--- src/mpfc_defines.svh ---
// constants for the pause and fault control block
`ifndef MPFC_DEFINES_SVH
`define MPFC_DEFINES_SVH
`define MPFC_ADDR_ZERO 48'h000000000000
`define MPFC_PAUSE_GROUP_ADDR 48'h0180C2000001
`define MPFC_CTRL_ETHERTYPE 16'h8808
`define MPFC_GLOBAL_OPCODE_MIN 16'h0000
`define MPFC_GLOBAL_OPCODE_MAX 16'hFFFF
`define MPFC_PRIO_OPCODE_MIN 16'h0000
`define MPFC_PRIO_OPCODE_MAX 16'h0FFF
`define MPFC_GLOBAL_PAUSE_OPCODE 16'h0001
`define MPFC_PRIO_PAUSE_OPCODE 16'h0101
`define MPFC_ACK_W 9
`define MPFC_DA_HI 47
`define MPFC_SA_HI 95
`define MPFC_SA_LO 48
`define MPFC_ET_HI 111
`define MPFC_ET_LO 96
`define MPFC_OP_HI 127
`define MPFC_OP_LO 112
`define MPFC_HDR_W 128
`endif

--- src/mpfc_pkg.sv ---
// types shared by the pause and fault control block
package mpfc_pkg;
  typedef enum logic [1:0] {
    MPFC_CLS_DATA,
    MPFC_CLS_CTRL,
    MPFC_CLS_GPAUSE,
    MPFC_CLS_PPAUSE
  } mpfc_class_t;
endpackage : mpfc_pkg

--- src/mpfc_classify.sv ---
// header classifier: decides whether a frame is data, control or pause
`timescale 1ns/1ns
`include "mpfc_defines.svh"
module mpfc_classify (
  input wire logic [`MPFC_HDR_W-1:0] i_hdr,
  input wire logic [47:0] i_rx_pause_unicast_dest_addr,
  input wire logic [47:0] i_rx_pause_multicast_dest_addr,
  input wire logic [15:0] i_rx_global_ctrl_ethertype,
  input wire logic [15:0] i_rx_global_ctrl_opcode_min,
  input wire logic [15:0] i_rx_global_ctrl_opcode_max,
  input wire logic [15:0] i_rx_priority_ctrl_ethertype,
  input wire logic [15:0] i_rx_priority_ctrl_opcode_min,
  input wire logic [15:0] i_rx_priority_ctrl_opcode_max,
  input wire logic [15:0] i_rx_global_pause_ethertype,
  input wire logic [15:0] i_rx_global_pause_opcode,
  input wire logic [15:0] i_rx_priority_pause_ethertype,
  input wire logic [15:0] i_rx_priority_pause_opcode,
  output mpfc_pkg::mpfc_class_t o_class
);
  import mpfc_pkg::*;
  logic [47:0] da;
  logic [15:0] et;
  logic [15:0] op;
  logic da_ok;
  assign da = i_hdr[`MPFC_DA_HI:0];
  assign et = i_hdr[`MPFC_ET_HI:`MPFC_ET_LO];
  assign op = i_hdr[`MPFC_OP_HI:`MPFC_OP_LO];
  assign da_ok = (da == i_rx_pause_unicast_dest_addr) || (da == i_rx_pause_multicast_dest_addr);
  // destination, ethertype and opcode must match, source not compared; pause beats generic control
  always_comb begin
    o_class = MPFC_CLS_DATA;
    if (da_ok) begin
      if (et == i_rx_global_pause_ethertype && op == i_rx_global_pause_opcode) begin
        o_class = MPFC_CLS_GPAUSE;
      end else if (et == i_rx_priority_pause_ethertype && op == i_rx_priority_pause_opcode) begin
        o_class = MPFC_CLS_PPAUSE;
      end else if (et == i_rx_global_ctrl_ethertype && op >= i_rx_global_ctrl_opcode_min &&
                   op <= i_rx_global_ctrl_opcode_max) begin
        o_class = MPFC_CLS_CTRL;
      end else if (et == i_rx_priority_ctrl_ethertype &&
                   op >= i_rx_priority_ctrl_opcode_min &&
                   op <= i_rx_priority_ctrl_opcode_max) begin
        o_class = MPFC_CLS_CTRL;
      end
    end
  end
endmodule : mpfc_classify

--- src/mpfc_tx_header.sv ---
// builds the registered header of an outgoing pause frame
`timescale 1ns/1ns
`include "mpfc_defines.svh"
module mpfc_tx_header (
  input wire logic i_core_clk,
  input wire logic i_rst_n,
  input wire logic i_req_global,
  input wire logic i_req_priority,
  input wire logic [47:0] i_tx_global_pause_dest_addr,
  input wire logic [47:0] i_tx_global_pause_source_addr,
  input wire logic [15:0] i_tx_global_pause_ethertype,
  input wire logic [15:0] i_tx_global_pause_opcode,
  input wire logic [47:0] i_tx_priority_pause_dest_addr,
  input wire logic [47:0] i_tx_priority_pause_source_addr,
  input wire logic [15:0] i_tx_priority_pause_ethertype,
  input wire logic [15:0] i_tx_priority_pause_opcode,
  output logic [`MPFC_HDR_W-1:0] o_hdr,
  output logic o_hdr_valid
);
  import mpfc_pkg::*;
  typedef struct packed {
    logic [`MPFC_HDR_W-1:0] hdr;
    logic vld;
  } mpfc_txh_t;
  mpfc_txh_t st_reg;
  mpfc_txh_t st_next;
  // global request wins when both arrive together
  always_comb begin
    st_next = st_reg;
    st_next.vld = i_req_global | i_req_priority;
    if (i_req_global) begin
      st_next.hdr = {i_tx_global_pause_opcode, i_tx_global_pause_ethertype,
                     i_tx_global_pause_source_addr, i_tx_global_pause_dest_addr};
    end else if (i_req_priority) begin
      st_next.hdr = {i_tx_priority_pause_opcode, i_tx_priority_pause_ethertype,
                     i_tx_priority_pause_source_addr, i_tx_priority_pause_dest_addr};
    end
  end
  // state register
  always_ff @(posedge i_core_clk or negedge i_rst_n) begin
    if (!i_rst_n) begin
      st_reg <= '0;
    end else begin
      st_reg <= st_next;
    end
  end
  assign o_hdr = st_reg.hdr;
  assign o_hdr_valid = st_reg.vld;
endmodule : mpfc_tx_header

--- src/mpfc_top.sv ---
// receive fault gating, control filtering and pause handling
`timescale 1ns/1ns
`include "mpfc_defines.svh"
module mpfc_top #(
  parameter int ACK_W = `MPFC_ACK_W,
  parameter int DATA_W = 128
) (
  input wire logic i_core_clk,
  input wire logic i_resetn,
  input wire logic i_rx_local_fault_process_en,
  input wire logic i_rx_check_ack_en,
  input wire logic i_rx_forward_ctrl_en,
  input wire logic [47:0] i_rx_pause_unicast_dest_addr,
  input wire logic [47:0] i_rx_pause_source_addr,
  input wire logic [47:0] i_rx_pause_multicast_dest_addr,
  input wire logic [15:0] i_rx_global_ctrl_ethertype,
  input wire logic [15:0] i_rx_global_ctrl_opcode_min,
  input wire logic [15:0] i_rx_global_ctrl_opcode_max,
  input wire logic [15:0] i_rx_priority_ctrl_ethertype,
  input wire logic [15:0] i_rx_priority_ctrl_opcode_min,
  input wire logic [15:0] i_rx_priority_ctrl_opcode_max,
  input wire logic [15:0] i_rx_global_pause_ethertype,
  input wire logic [15:0] i_rx_global_pause_opcode,
  input wire logic [15:0] i_rx_priority_pause_ethertype,
  input wire logic [15:0] i_rx_priority_pause_opcode,
  input wire logic [ACK_W-1:0] i_rx_pause_ack,
  input wire logic i_local_fault_indication,
  input wire logic i_rx_start_block,
  input wire logic i_rx_ena,
  input wire logic i_rx_sop,
  input wire logic i_rx_eop,
  input wire logic i_rx_err,
  input wire logic [DATA_W-1:0] i_rx_data,
  input wire logic i_tx_pause_req_global,
  input wire logic i_tx_pause_req_priority,
  input wire logic [47:0] i_tx_global_pause_dest_addr,
  input wire logic [47:0] i_tx_global_pause_source_addr,
  input wire logic [15:0] i_tx_global_pause_ethertype,
  input wire logic [15:0] i_tx_global_pause_opcode,
  input wire logic [47:0] i_tx_priority_pause_dest_addr,
  input wire logic [47:0] i_tx_priority_pause_source_addr,
  input wire logic [15:0] i_tx_priority_pause_ethertype,
  input wire logic [15:0] i_tx_priority_pause_opcode,
  output logic o_rx_ena,
  output logic o_rx_sop,
  output logic o_rx_eop,
  output logic o_rx_err,
  output logic [DATA_W-1:0] o_rx_data,
  output logic o_rx_pause_pending,
  output logic o_rx_pause_is_priority,
  output logic o_rx_pause_from_peer,
  output logic o_rx_fault_blocked,
  output logic [`MPFC_HDR_W-1:0] o_tx_pause_hdr,
  output logic o_tx_pause_hdr_valid
);
  import mpfc_pkg::*;

  typedef struct packed {
    logic blocked;
    logic in_pkt;
    logic drop_pkt;
    logic ena;
    logic sop;
    logic eop;
    logic err;
    logic [DATA_W-1:0] data;
    logic pause_pend;
    logic pause_prio;
    logic pause_peer;
  } mpfc_state_t;

  mpfc_state_t st_reg;
  mpfc_state_t st_next;
  logic [1:0] rst_sync_reg;
  logic rst_n;
  logic fault_now;
  logic [`MPFC_HDR_W-1:0] hdr_word;
  mpfc_class_t cls;
  logic is_pause;
  logic ack_seen;

  // reset is released through two flops so it leaves all logic on one edge
  always_ff @(posedge i_core_clk or negedge i_resetn) begin
    if (!i_resetn) begin
      rst_sync_reg <= 2'h0;
    end else begin
      rst_sync_reg <= {rst_sync_reg[0], 1'b1};
    end
  end
  assign rst_n = rst_sync_reg[1];

  assign fault_now = i_rx_local_fault_process_en & i_local_fault_indication;

  // header assumed to sit in the first transfer of the packet
  assign hdr_word = i_rx_data[`MPFC_HDR_W-1:0];

  mpfc_classify u_classify (
    .i_hdr(hdr_word),
    .i_rx_pause_unicast_dest_addr(i_rx_pause_unicast_dest_addr),
    .i_rx_pause_multicast_dest_addr(i_rx_pause_multicast_dest_addr),
    .i_rx_global_ctrl_ethertype(i_rx_global_ctrl_ethertype),
    .i_rx_global_ctrl_opcode_min(i_rx_global_ctrl_opcode_min),
    .i_rx_global_ctrl_opcode_max(i_rx_global_ctrl_opcode_max),
    .i_rx_priority_ctrl_ethertype(i_rx_priority_ctrl_ethertype),
    .i_rx_priority_ctrl_opcode_min(i_rx_priority_ctrl_opcode_min),
    .i_rx_priority_ctrl_opcode_max(i_rx_priority_ctrl_opcode_max),
    .i_rx_global_pause_ethertype(i_rx_global_pause_ethertype),
    .i_rx_global_pause_opcode(i_rx_global_pause_opcode),
    .i_rx_priority_pause_ethertype(i_rx_priority_pause_ethertype),
    .i_rx_priority_pause_opcode(i_rx_priority_pause_opcode),
    .o_class(cls)
  );

  assign is_pause = (cls == MPFC_CLS_GPAUSE) || (cls == MPFC_CLS_PPAUSE);
  // acknowledge ignored when checking is off
  assign ack_seen = !i_rx_check_ack_en || (|i_rx_pause_ack);

  // receive datapath, fault gating and pause capture
  always_comb begin
    st_next = st_reg;
    st_next.ena = 1'b0;
    st_next.sop = 1'b0;
    st_next.eop = 1'b0;
    st_next.err = 1'b0;
    // pending until acknowledged; cleared first so a new pause wins
    if (st_reg.pause_pend && ack_seen) begin
      st_next.pause_pend = 1'b0;
    end
    if (fault_now) begin
      st_next.blocked = 1'b1;
    end else if (st_reg.blocked && i_rx_start_block) begin
      st_next.blocked = 1'b0;
    end
    if (fault_now || st_reg.blocked) begin
      if (st_reg.in_pkt && !st_reg.drop_pkt) begin
        st_next.ena = 1'b1;
        st_next.eop = 1'b1;
        st_next.err = 1'b1;
      end
      st_next.in_pkt = 1'b0;
      st_next.drop_pkt = 1'b0;
    end else if (i_rx_ena) begin
      if (i_rx_sop) begin
        st_next.in_pkt = !i_rx_eop;
        st_next.drop_pkt = (cls != MPFC_CLS_DATA) && !i_rx_forward_ctrl_en;
        // peer source compared to configured address
        if (is_pause) begin
          st_next.pause_pend = 1'b1;
          st_next.pause_prio = (cls == MPFC_CLS_PPAUSE);
          st_next.pause_peer =
            (hdr_word[`MPFC_SA_HI:`MPFC_SA_LO] == i_rx_pause_source_addr);
        end
      end else if (i_rx_eop) begin
        st_next.in_pkt = 1'b0;
      end
      if ((i_rx_sop || st_reg.in_pkt) && !(i_rx_sop ? st_next.drop_pkt : st_reg.drop_pkt)) begin
        st_next.ena = 1'b1;
        st_next.sop = i_rx_sop;
        st_next.eop = i_rx_eop;
        st_next.err = i_rx_err;
        st_next.data = i_rx_data;
      end
    end
  end

  // state register; synchroniser bits kept out of this process
  always_ff @(posedge i_core_clk or negedge rst_n) begin
    if (!rst_n) begin
      st_reg.blocked <= 1'b0;
      st_reg.in_pkt <= 1'b0;
      st_reg.drop_pkt <= 1'b0;
      st_reg.ena <= 1'b0;
      st_reg.sop <= 1'b0;
      st_reg.eop <= 1'b0;
      st_reg.err <= 1'b0;
      st_reg.data <= '0;
      st_reg.pause_pend <= 1'b0;
      st_reg.pause_prio <= 1'b0;
      st_reg.pause_peer <= 1'b0;
    end else begin
      st_reg.blocked <= st_next.blocked;
      st_reg.in_pkt <= st_next.in_pkt;
      st_reg.drop_pkt <= st_next.drop_pkt;
      st_reg.ena <= st_next.ena;
      st_reg.sop <= st_next.sop;
      st_reg.eop <= st_next.eop;
      st_reg.err <= st_next.err;
      st_reg.data <= st_next.data;
      st_reg.pause_pend <= st_next.pause_pend;
      st_reg.pause_prio <= st_next.pause_prio;
      st_reg.pause_peer <= st_next.pause_peer;
    end
  end

  mpfc_tx_header u_tx_header (
    .i_core_clk(i_core_clk),
    .i_rst_n(rst_n),
    .i_req_global(i_tx_pause_req_global),
    .i_req_priority(i_tx_pause_req_priority),
    .i_tx_global_pause_dest_addr(i_tx_global_pause_dest_addr),
    .i_tx_global_pause_source_addr(i_tx_global_pause_source_addr),
    .i_tx_global_pause_ethertype(i_tx_global_pause_ethertype),
    .i_tx_global_pause_opcode(i_tx_global_pause_opcode),
    .i_tx_priority_pause_dest_addr(i_tx_priority_pause_dest_addr),
    .i_tx_priority_pause_source_addr(i_tx_priority_pause_source_addr),
    .i_tx_priority_pause_ethertype(i_tx_priority_pause_ethertype),
    .i_tx_priority_pause_opcode(i_tx_priority_pause_opcode),
    .o_hdr(o_tx_pause_hdr),
    .o_hdr_valid(o_tx_pause_hdr_valid)
  );

  // outputs straight from flops
  assign o_rx_ena = st_reg.ena;
  assign o_rx_sop = st_reg.sop;
  assign o_rx_eop = st_reg.eop;
  assign o_rx_err = st_reg.err;
  assign o_rx_data = st_reg.data;
  assign o_rx_pause_pending = st_reg.pause_pend;
  assign o_rx_pause_is_priority = st_reg.pause_prio;
  assign o_rx_pause_from_peer = st_reg.pause_peer;
  assign o_rx_fault_blocked = st_reg.blocked;
endmodule : mpfc_top

--- config.mk ---
export PLATFORM = sky130hd
export DESIGN_NAME = mpfc_top
export DESIGN_NICKNAME = d
export VERILOG_FILES = /design/src/mpfc_pkg.sv /design/src/mpfc_classify.sv /design/src/mpfc_tx_header.sv /design/src/mpfc_top.sv
export VERILOG_INCLUDE_DIRS = /design/src /design/src/src
export SDC_FILE = /design/constraint.sdc
export NUM_CORES = 1
export LEC_CHECK = 0
export ABC_AREA = 1
export BUFFER_PORTS_ARGS = -buffer_cell sky130_fd_sc_hd__buf_2
export CAP_MARGIN = 40
export CORE_AREA = 2 2 383 385
export CTS_BUF_LIST = sky130_fd_sc_hd__clkbuf_16
export CTS_CLUSTER_SIZE = 28
export DETAILED_ROUTE_END_ITERATION = 8
export DIE_AREA = 0 0 385 387
export PLACE_DENSITY_LB_ADDON = 0.15
export SETUP_SLACK_MARGIN = 0.05
export SYNTH_ARGS = -nofsm -noshare
export SYNTH_HDL_FRONTEND = slang
export SYNTH_SLANG_ARGS = --single-unit
--- constraint.sdc ---
create_clock -name i_core_clk -period 10.46 [get_ports i_core_clk]
set_clock_uncertainty 0.2 [all_clocks]
set_input_delay 0.523 -clock i_core_clk [delete_from_list [all_inputs] [get_ports i_core_clk]]
set_output_delay 0.523 -clock i_core_clk [all_outputs]
set_load 0.005 [all_outputs]
Yosys cells after proc, flatten, opt, wreduce, memory -nomap -nowiden. Cells that the tools add are included.

Equality and inequality tests: 11. $add $sub $neg: 0. Div/mod/pow operators: 0. Bitwise operators: 3. Order comparisons: 4. Shifts and indexed selects: 0. Mux-type cells: 26. Reduce and logical (&&, ||, !) cells: 30. Multiply operators: 0.

Operator list (number): $mux W128 (2); $eq A48 B48 Y1 (3); $mux W137 (1); $mux W132 (1); $eq A16 B16 Y1 (6); $ge A16 B16 Y1 (2); $le A16 B16 Y1 (2); $mux W1 (12); $mux W2 (6); $mux W3 (4); $logic_and A1 B1 Y1 (11); $reduce_or A9 Y1 (1); $reduce_bool A2 Y1 (4); $logic_not A1 Y1 (5); $logic_or A1 B1 Y1 (5); $eq A2 B2 Y1 const B (2); $reduce_and A4 Y1 (1); $reduce_and A3 Y1 (1); $reduce_bool A3 Y1 (1); $reduce_and A2 Y1 (1); $and A1 B1 Y1 (1); $not A1 Y1 (1); $or A1 B1 Y1 (1).

Word-level logic and storage cells: 88. Input bits: 710. Bits in writable memories: 0. Output and inout port bits: 265. Register bits after elaboration: 269. Memories: 0. Bits in latches: 0. ROM bits: 0.

Logic depth before layout (Yosys ltp). Gate-level depths: netlist of the first run.

Depth in word-level cells: 19. Gate-level depth with buffers: 22. Depth with buffers taken out: 20.

Cells and area by module. Synthesis of the first run repeated with hierarchy kept, for this count alone.

Cells, all modules: 2372. Area, all modules: 17550.6 sq um.

Modules (own cells, without submodules): mpfc_top (cells an instance 902, times used 1, seq. area each 3503.4 sq um, area an instance 7304.5 sq um); mpfc_tx_header (cells an instance 700, times used 1, seq. area each 3228.1 sq um, area an instance 5835.6 sq um); mpfc_classify (cells an instance 770, times used 1, seq. area each 0.0 sq um, area an instance 4410.5 sq um).

Worst setup path after synthesis of the first run. No wires, ideal clock.

Path type: input to register. From: input i_rx_priority_ctrl_opcode_min[7]. To: register st_reg, in the netlist o_rx_data[34]. Library setup time: 0.117 ns. Path buffers: 2. Data required time: 10.143 ns. Stages on the path: 18. Setup slack: 7.993 ns. Arrival time: 2.150 ns. Cell sequence: inv_1 -> ha_1 -> a21oi_1 -> nand3_1 -> nor2_1 -> nor2_1 -> nor2_1 -> nor2_1 -> nand2_1 -> nand3_1 -> nand2_1 -> nand2_2 -> nand3_2 -> nand3_2 -> buf_8 -> buf_6 -> nand2_1 -> nand2_1.

Longest elaborated chain between the ends: 17.

Ends and longest elaborated chain: start, declared (RTL line mpfc_top.sv:20) `input wire logic [15:0] i_rx_priority_ctrl_opcode_min,`; $ge A16 B16 Y1 (RTL line mpfc_classify.sv:41) `op >= i_rx_priority_ctrl_opcode_min &&`; $logic_and A1 B1 Y1 (RTL line mpfc_classify.sv:40) `end else if (et == i_rx_priority_ctrl_ethertype &&`; $logic_and A1 B1 Y1 (RTL line mpfc_classify.sv:41); $mux W1 (RTL line mpfc_classify.sv:40); $mux W2 (RTL line mpfc_classify.sv:37) `end else if (et == i_rx_global_ctrl_ethertype && op >= i_rx_global_ctrl_opcode_min &&`; $mux W2 (RTL line mpfc_classify.sv:35) `end else if (et == i_rx_priority_pause_ethertype && op == i_rx_priority_pause_opcode) begin`; $mux W2 (RTL line mpfc_classify.sv:33) `if (et == i_rx_global_pause_ethertype && op == i_rx_global_pause_opcode) begin`; $mux W2 (RTL line mpfc_classify.sv:32) `if (da_ok) begin`; $reduce_bool A2 Y1 (RTL line mpfc_top.sv:145) `st_next.drop_pkt = (cls != MPFC_CLS_DATA) && !i_rx_forward_ctrl_en;`; $logic_and A1 B1 Y1 (RTL line mpfc_top.sv:145); $mux W1 (RTL line mpfc_top.sv:143) `if (i_rx_sop) begin`; $mux W1 (RTL line mpfc_top.sv:142) `end else if (i_rx_ena) begin`; $mux W1 (RTL line mpfc_top.sv:134) `if (fault_now || st_reg.blocked) begin`; $mux W1 (RTL line mpfc_top.sv:156) `if ((i_rx_sop || st_reg.in_pkt) && !(i_rx_sop ? st_next.drop_pkt : st_reg.drop_pkt)) begin`; $logic_not A1 Y1 (RTL line mpfc_top.sv:156); $logic_and A1 B1 Y1 (RTL line mpfc_top.sv:156); $reduce_and A3 Y1 (no source line); end, declared (RTL line mpfc_top.sv:72) `mpfc_state_t st_reg;`.

No other way between the ends. The select of a mux whose other input is x is not followed. A chain may end at the register's enable or synchronous reset.

Worst setup path in the final report of the first run.
From: input i_rx_data[41]. To: register st_reg, in the netlist o_rx_data[72].

Longest elaborated chain between the ends: 12. Elaborated cells on any way between the ends: 13. Those cells by class: eq/ne: 2; mux: 5; reduce/logical: 6.

Ends and longest elaborated chain: start, declared (RTL line mpfc_top.sv:33) `input wire logic [DATA_W-1:0] i_rx_data,`; $eq A48 B48 Y1 (RTL line mpfc_classify.sv:28) `assign da_ok = (da == i_rx_pause_unicast_dest_addr) || (da == i_rx_pause_multicast_dest_addr);`; $logic_or A1 B1 Y1 (*) (RTL line mpfc_classify.sv:28); $mux W2 (*) (RTL line mpfc_classify.sv:32); $reduce_bool A2 Y1 (*) (RTL line mpfc_top.sv:145); $logic_and A1 B1 Y1 (*) (RTL line mpfc_top.sv:145); $mux W1 (*) (RTL line mpfc_top.sv:143); $mux W1 (*) (RTL line mpfc_top.sv:142); $mux W1 (*) (RTL line mpfc_top.sv:134); $mux W1 (*) (RTL line mpfc_top.sv:156); $logic_not A1 Y1 (*) (RTL line mpfc_top.sv:156); $logic_and A1 B1 Y1 (*) (RTL line mpfc_top.sv:156); $reduce_and A3 Y1 (no source line) (*).

Every way passes the cells marked *; elsewhere a longest branch is shown, timed or not. The select of a mux whose other input is x is not followed.

==> results of run 1 <==
[kinds of logic (layout without fill, tap and decap cells)]
group	after synthesis	count (layout)	synth area share (%)
buf+inv	585	1705	15.76
xor+xnor	176	176	8.543
other cells	1	12	0.02078
flops	269	269	37.31
simple gates	1122	1122	26.89
mux	1	1	0.05548
fa+ha+maj	64	64	4.438
compound gates	181	181	6.983
[worst reg2reg max path, delay by kind of cell, from the launching register on]
| kind | cells | cell delay, ns |
|---|---|---|
| compound gates | 1 | 0.15 |
| buf+inv | 4 | 1.33 |
| simple gates | 4 | 1.50 |
| flops | 1 | 0.39 |
[layout make-up]
class | instances | area (µm²) | area share (%)
Multi-Input combinational cell | 1545 | 8517 | 30.11
Timing Repair Buffer | 1305 | 8163 | 28.86
Sequential cell | 269 | 6735 | 23.81
Tap cell | 1917 | 2399 | 8.479
Inverter | 333 | 1255 | 4.436
Clock buffer | 40 | 1001 | 3.538
Clock inverter | 27 | 191.4 | 0.6767
Antenna cell | 11 | 27.53 | 0.09731
[report_power, final]
part           switching, mW  leakage [nW]  total [mW]  internal (mW)
Clock                  0.586         0.618        1.33          0.741
Sequential            0.0982          3.31        1.31           1.21
Combinational          0.568          10.8        1.05          0.481
[cell usage after synthesis (8+ instances only)]
master,number,share of area [%]
o211ai_1,128,5.3
xnor2_1,116,5.6
or2_2,11,0.38
clkbuf_1,78,1.6
buf_8,9,0.75
buf_2,27,0.75
xor2_1,60,2.9
nor3_1,10,0.28
dfrtp_1,269,37
ha_1,64,4.4
nand2_1,694,14
nor2_1,95,2.0
o21ai_0,8,0.22
a21oi_1,32,0.89
buf_4,132,5.5
nand3_1,151,4.2
inv_1,332,6.9
nand4_1,145,5.0
[metrics by stage]
step / instance area (µm²) / worst slack (ns)
3_5_place_dp: 24010 / 6.268
4_1_cts: 28260 / 6.334
6_report: 28290 / 6.356
2_1_floorplan: 18040 / 2.208
3_3_place_gp: 23960 / 6.270
5_1_grt: 28280 / 6.038
[timing repair]
item	in CTS	in global routing
setup endpoints to repair	0	0
gates resized for setup	0	0
hold buffers	306	0
endpoints found under the hold margin	198	0
[worst paths after layout]
path	from	end	cells after the start	slack (ns)
max	i_rx_data[41]	o_rx_data[72]	16	6.36
min	rst_sync_reg[1]	o_rx_data[77]	0	0.03
max reg2reg	o_rx_fault_blocked	o_rx_data[66]	9	6.83
min reg2reg	rst_sync_reg[1]	o_rx_data[77]	0	0.03
max in group asynchronous	rst_sync_reg[1]	u_tx_header.o_hdr[7]	2	8.08
min in group i_core_clk	i_tx_global_pause_ethertype[9]	u_tx_header.o_hdr[105]	3	0.06
[layer usage]
layer	global-route usage, %	vias up
li1	-	9750
met1	18.10	9385
met2	23.54	549
met3	2.836	120
met4	4.091	8
met5	0	-
==> impl_results.md, run 1 <==
- Routed WL: around 110000 µm
- Relative slew slack: about two fifths
- Top Layer Used: met5
- Vias/cell: roughly 3.6
- RSZ-0062 raised after global routing: no
- Initial core utilization: 12.46%
- Synthesis Warnings: 0
- CP Data Required Time: ~11 ns
- Vias in the first global route: a little over 20000
- Max-Cap Viols: 0
- Clk root buf: clkbuf_16
- Max H-tree Level: 2
- Mapped Area: around 0.018 mm²
- WL met1: about 48000 µm
- Grt ovf: 0
- Cell Chain, Critical Path: dlygate4sd3_1, buf_2, xnor2_1, nand2_1, nor2_1, nand2_1, nor2_1, nand3_1, a21oi_1, nand2_1, nand2_2, nand3_4, nand3_4, buf_4, nand2_1, nand2_1
- Tot Pwr: between 3 and 4 mW
- Seq cells post-synth: 269
- Fill cell count: about 17000
- Outcome: complete, no violations
- Critical Path Most Common Cell: nand2_1
- TNS Setup: 0 ns
- Most frequent cells in the layout: buf_2 (972), nand2_1 (693), inv_1 (340)
- CTS tree: yes
- Worst-margin pin slew: 0.8839 ns
- Area growth from synthesis to layout: 56.78%
- Async S/R FF share, synth: 100.0%
- Fin crit share: around two fifths
- Routed wire per std cell: about 20 µm
- Initial antenna violation count: 26
- Max stage delay cell, worst path: buf_4
- Reg clk slew, reported paths: approximately 0.070 ns
- CP Max Fanout: 63
- CP max stage delay: 0.67 ns
- Netlist cell types: 37
- Initial DRT Pass Iterations: 5
- Cells after DPL: a little over 5000
- Fmax: between 200 and 250 MHz
- VDD IR max: roughly 96 µV
- WL met3: around 5700 µm
- Site Rows: 140
- EDFF count, synth: 0
- Met2 WL post-DR: roughly 52000 µm
- Startpoint types: primary input
- Die footprint: about 0.15 mm²
- Postcts setup bufs: 0
- Clock Sinks: around 270
- Slew Limit Fails: 0
- Largest net degree at the start of global routing: 73
- I/O pins: 975
- Hold Slack: ~0.029 ns
- Main synth FF type: dfrtp_1
- Worst EP arrival: between 4 and 5 ns
- Clock buffer depth: 3
- Syn Area/Cell: between 7 and 8 µm²
- Residual DRC: 0
- CP top delay family: simple AND/OR/NAND/NOR gates
- Commonest non-fill, non-tap cell in the layout: buf_2
- Post-Layout Cell Count: between 5000 and 6000
- Die X: roughly 390 µm
- Worst skew pair latency: slightly below 0.6 ns
- Final RePlAce weighted congestion: around 0.9
- CP endpoint kind: register
- Leakage: between 10 and 15 nW
- Cells after synthesis: approximately 2400
- Overall routing resource usage: 14.06%
- Layout cells sized above 1: between 30% and 40%
- Final Core Density: around 20%
- Syn_nets: 3173
- Nets: between 4000 and 5000
- Power per cell area: around 130 mW/mm²
- Hold Path Class: reg2async
- I/O Buffers: a little under 1000
- Die height: about 390 µm
- Setup violations, final: 0
- CP Buf/Inv Count: 3
- CP Class: in2reg
- Core Area: roughly 0.14 mm²
- Vias: 19810
- First-pass GRT wire length: ~150000 µm
- Register area share after synthesis: 37.31%
- Fin crit period: a little over 4 ns
- Antenna viol nets, final: 0
- DR iter-0 viols: approximately 1100
- Final Hold Viols: 0
- Num CTS Buffers: 40
- Post-DP HPWL: about 86000 µm
Power figures use the tool's default switching activity.
==> run 2: changes to the inputs <==
--- a/config.mk
+++ b/config.mk
@@ -6,14 +6,14 @@
 export SDC_FILE = /design/constraint.sdc
 export NUM_CORES = 1
 export LEC_CHECK = 0
-export ABC_AREA = 1
+export ABC_AREA = 0
 export BUFFER_PORTS_ARGS = -buffer_cell sky130_fd_sc_hd__buf_2
 export CAP_MARGIN = 40
-export CORE_AREA = 2 2 383 385
+export CORE_AREA = 2 2 379 381
 export CTS_BUF_LIST = sky130_fd_sc_hd__clkbuf_16
 export CTS_CLUSTER_SIZE = 28
 export DETAILED_ROUTE_END_ITERATION = 8
-export DIE_AREA = 0 0 385 387
+export DIE_AREA = 0 0 381 383
 export PLACE_DENSITY_LB_ADDON = 0.15
 export SETUP_SLACK_MARGIN = 0.05
 export SYNTH_ARGS = -nofsm -noshare
==> constraint.sdc (replaced) <==
create_clock -name i_core_clk -period 3.8 [get_ports i_core_clk]
set_clock_uncertainty 0.2 [all_clocks]
set_input_delay 0.19 -clock i_core_clk [delete_from_list [all_inputs] [get_ports i_core_clk]]
set_output_delay 0.19 -clock i_core_clk [all_outputs]
set_load 0.005 [all_outputs]
==> impl_results.md, run 2 <==
- Fin crit share: 98.65%
- Met2 Track Usage GR: 24.89%
- Setup WS pre-CTS: -0.1058 ns
- Commonest non-fill, non-tap cell in the layout: buf_2
- Worst skew pair latency: roughly 0.59 ns
- Residual DRC: 0
- EDFF count, synth: 0
- Syn_nets: ~2300
- Clock Sinks: around 270
- Main synth FF type: dfrtp_1
- Startpoint types: primary input
- Die height: 383 µm
- Outcome: complete, no violations
- Relative slew slack: 43.24%
- Post-synth top cells: dfrtp_1 (269), nand2_1 (150), o21ai_0 (139)
- Area leader, netlist: dfrtp_1
- Layout cells sized above 1: 39.02%
- Routed wire per std cell: ~22 µm
- Die footprint: roughly 0.15 mm²
- CP Max Fanout: 17
- Met3 usage: between 4 and 5%
- Site Rows: ~140
- Area share of the largest cell type after synthesis: about two fifths
- Initial antenna violation count: 45
- Hold Slack: about 0.075 ns
- First-pass GRT wire length: 141700 µm
- Clock buffer depth: 3
- CP Class: in2reg
- Worst-margin pin slew: around 0.84 ns
- Power per cell area: 369.9 mW/mm²
- Post-DP HPWL: roughly 88000 µm
- Fmax: 266.8 MHz
- Grt met1 use: 16.03%
- I/O pins: about 980
- Synthesis Warnings: 0
- Cells after synthesis: between 1500 and 2000
- Vias/cell: 3.483
- Final Core Density: 20.09%
- Leakage: 13.56 nW
- Grt ovf: 0
- Tot Pwr: around 11 mW
- Gr busiest metal: met2
- Synth area leaders: dfrtp_1 (41%), mux2i_1 (7.9%), xor2_1 (6.9%)
- Max H-tree Level: 2
- DR iter-0 viols: just over 600
- CP Data Required Time: a little over 4 ns
- Netlist cell types: 48
- Mapped Area: ~0.016 mm²
- Register area share after synthesis: 41.42%
- Core Area: ~0.14 mm²
- Worst EP arrival: about 4.0 ns
- Setup violations, final: 0
- Area growth from synthesis to layout: 75.83%
- I/O Buffers: 974
- Reg clk slew, reported paths: ~0.060 ns
- Fin crit period: 3.749 ns
- Routed WL: 104900 µm
- RSZ-0062 raised after global routing: yes
- Vias: roughly 17000
- Initial core utilization: around 11%
- Most common cell in the netlist: dfrtp_1
- Initial DRT Pass Iterations: 4
- Cells after DPL: 4278
- Hold Path Class: in2reg
- Most frequent cells in the layout: buf_2 (972), dlygate4sd3_1 (445), dfrtp_1 (268)
- Largest net degree at the start of global routing: approximately 110
- Clk root buf: clkbuf_16
- Die X: around 380 µm
- Vias in the first global route: 17880
- Nets: between 3000 and 4000
- Final Hold Viols: 0
- Async S/R FF share, synth: between 90% and 100%
- CP endpoint kind: register
- Max-Cap Viols: 0
- CTS tree: yes
- Syn Area/Cell: approximately 10 µm²
- Seq cells post-synth: 269
- Setup WS post-layout: ~0.051 ns
- Post-Layout Cell Count: between 4000 and 5000
- Num CTS Buffers: 40
- Slew Limit Fails: 0
- Final RePlAce weighted congestion: 0.8593
- Fill cell count: around 16000
- Overall routing resource usage: roughly 14%
- Antenna viol nets, final: 0
- VDD IR max: 239.2 µV
[run 2: final cells by class]
type	instances	area [µm²]	area share, %
multi-input combinational	1020	8010	28.03
timing repair buffer	1466	9852	34.48
antenna	10	25.02	0.08757
clock buffer	42	1051	3.678
inverter	67	251.5	0.8801
tap	1903	2381	8.332
sequential	269	6735	23.57
clock inverter	27	270.3	0.9457
[run 2: layer usage]
metal  vias to the layer above  wire [µm]  share of wire [%]
met2                       711      52620                 50
li1                       7852          -                  -
met5                         -        267               0.25
met4                        44       2358                2.2
met3                       132       7412                7.1
met1                      7995      42280                 40
[run 2: per-stage QoR]
step	TNS, ns	area [µm²]
global route	0	28560
finish	0	28580
floorplan	0	16260
global placement	-12.11	22720
detailed placement	-10.48	22730
CTS	0	28500
[run 2: worst max-delay path, cell delays in order]
cell and delay, ns:
dlygate4sd3_1 0.55, buf_2 0.17, xnor2_1 0.17, nand4_1 0.27, nor4_1 0.65, nand3_1 0.15, o31ai_1 0.21, buf_4 0.26
o311ai_2 0.17, o2111ai_4 0.27, buf_12 0.15, buf_12 0.15, o22ai_1 0.09, dlygate4sd3_1 0.56
[run 2: final timing paths]
kind                            slack (ns)                     to  cells after the start               start
worst max-delay path                  0.05               o_rx_err                     14       i_rx_data[38]
worst min-delay path                  0.08         o_rx_data[101]                      3      i_rx_data[101]
worst max register to register        1.06               o_rx_err                      8  o_rx_fault_blocked
worst min register to register        0.13  u_tx_header.o_hdr[32]                      0     rst_sync_reg[1]
max in group asynchronous             2.15          o_rx_data[23]                      2     rst_sync_reg[1]
min in group asynchronous             0.13  u_tx_header.o_hdr[32]                      0     rst_sync_reg[1]
[run 2: cell families after synthesis]
logic type,Yosys count,share of synthesized area (%)
other,1,0.02307
adders and majority gates,64,4.927
muxes,256,16.75
buffers and inverters,268,9.616
and+or+nand+nor,269,7.968
xor gates and xnor gates,240,12.93
AOI/OAI and AO/OA,190,6.359
DFF,269,41.42
[run 2: power by group]
part / leakage [nW] / internal, mW / total (mW) / switching, mW
logic: 9.68 / 1.54 / 3.01 / 1.48
clock network: 0.661 / 2.33 / 3.90 / 1.57
registers: 3.22 / 3.35 / 3.66 / 0.308
total: 13.6 / 7.22 / 10.6 / 3.35
[run 2: timing repair]
item / 4_1_cts / 5_1_grt
endpoints found under the hold margin: 266 / 1
hold buffers: 444 / 1
buffers inserted: 0 / 2
gates resized for setup: 0 / 7
setup endpoints to repair: 0 / 1
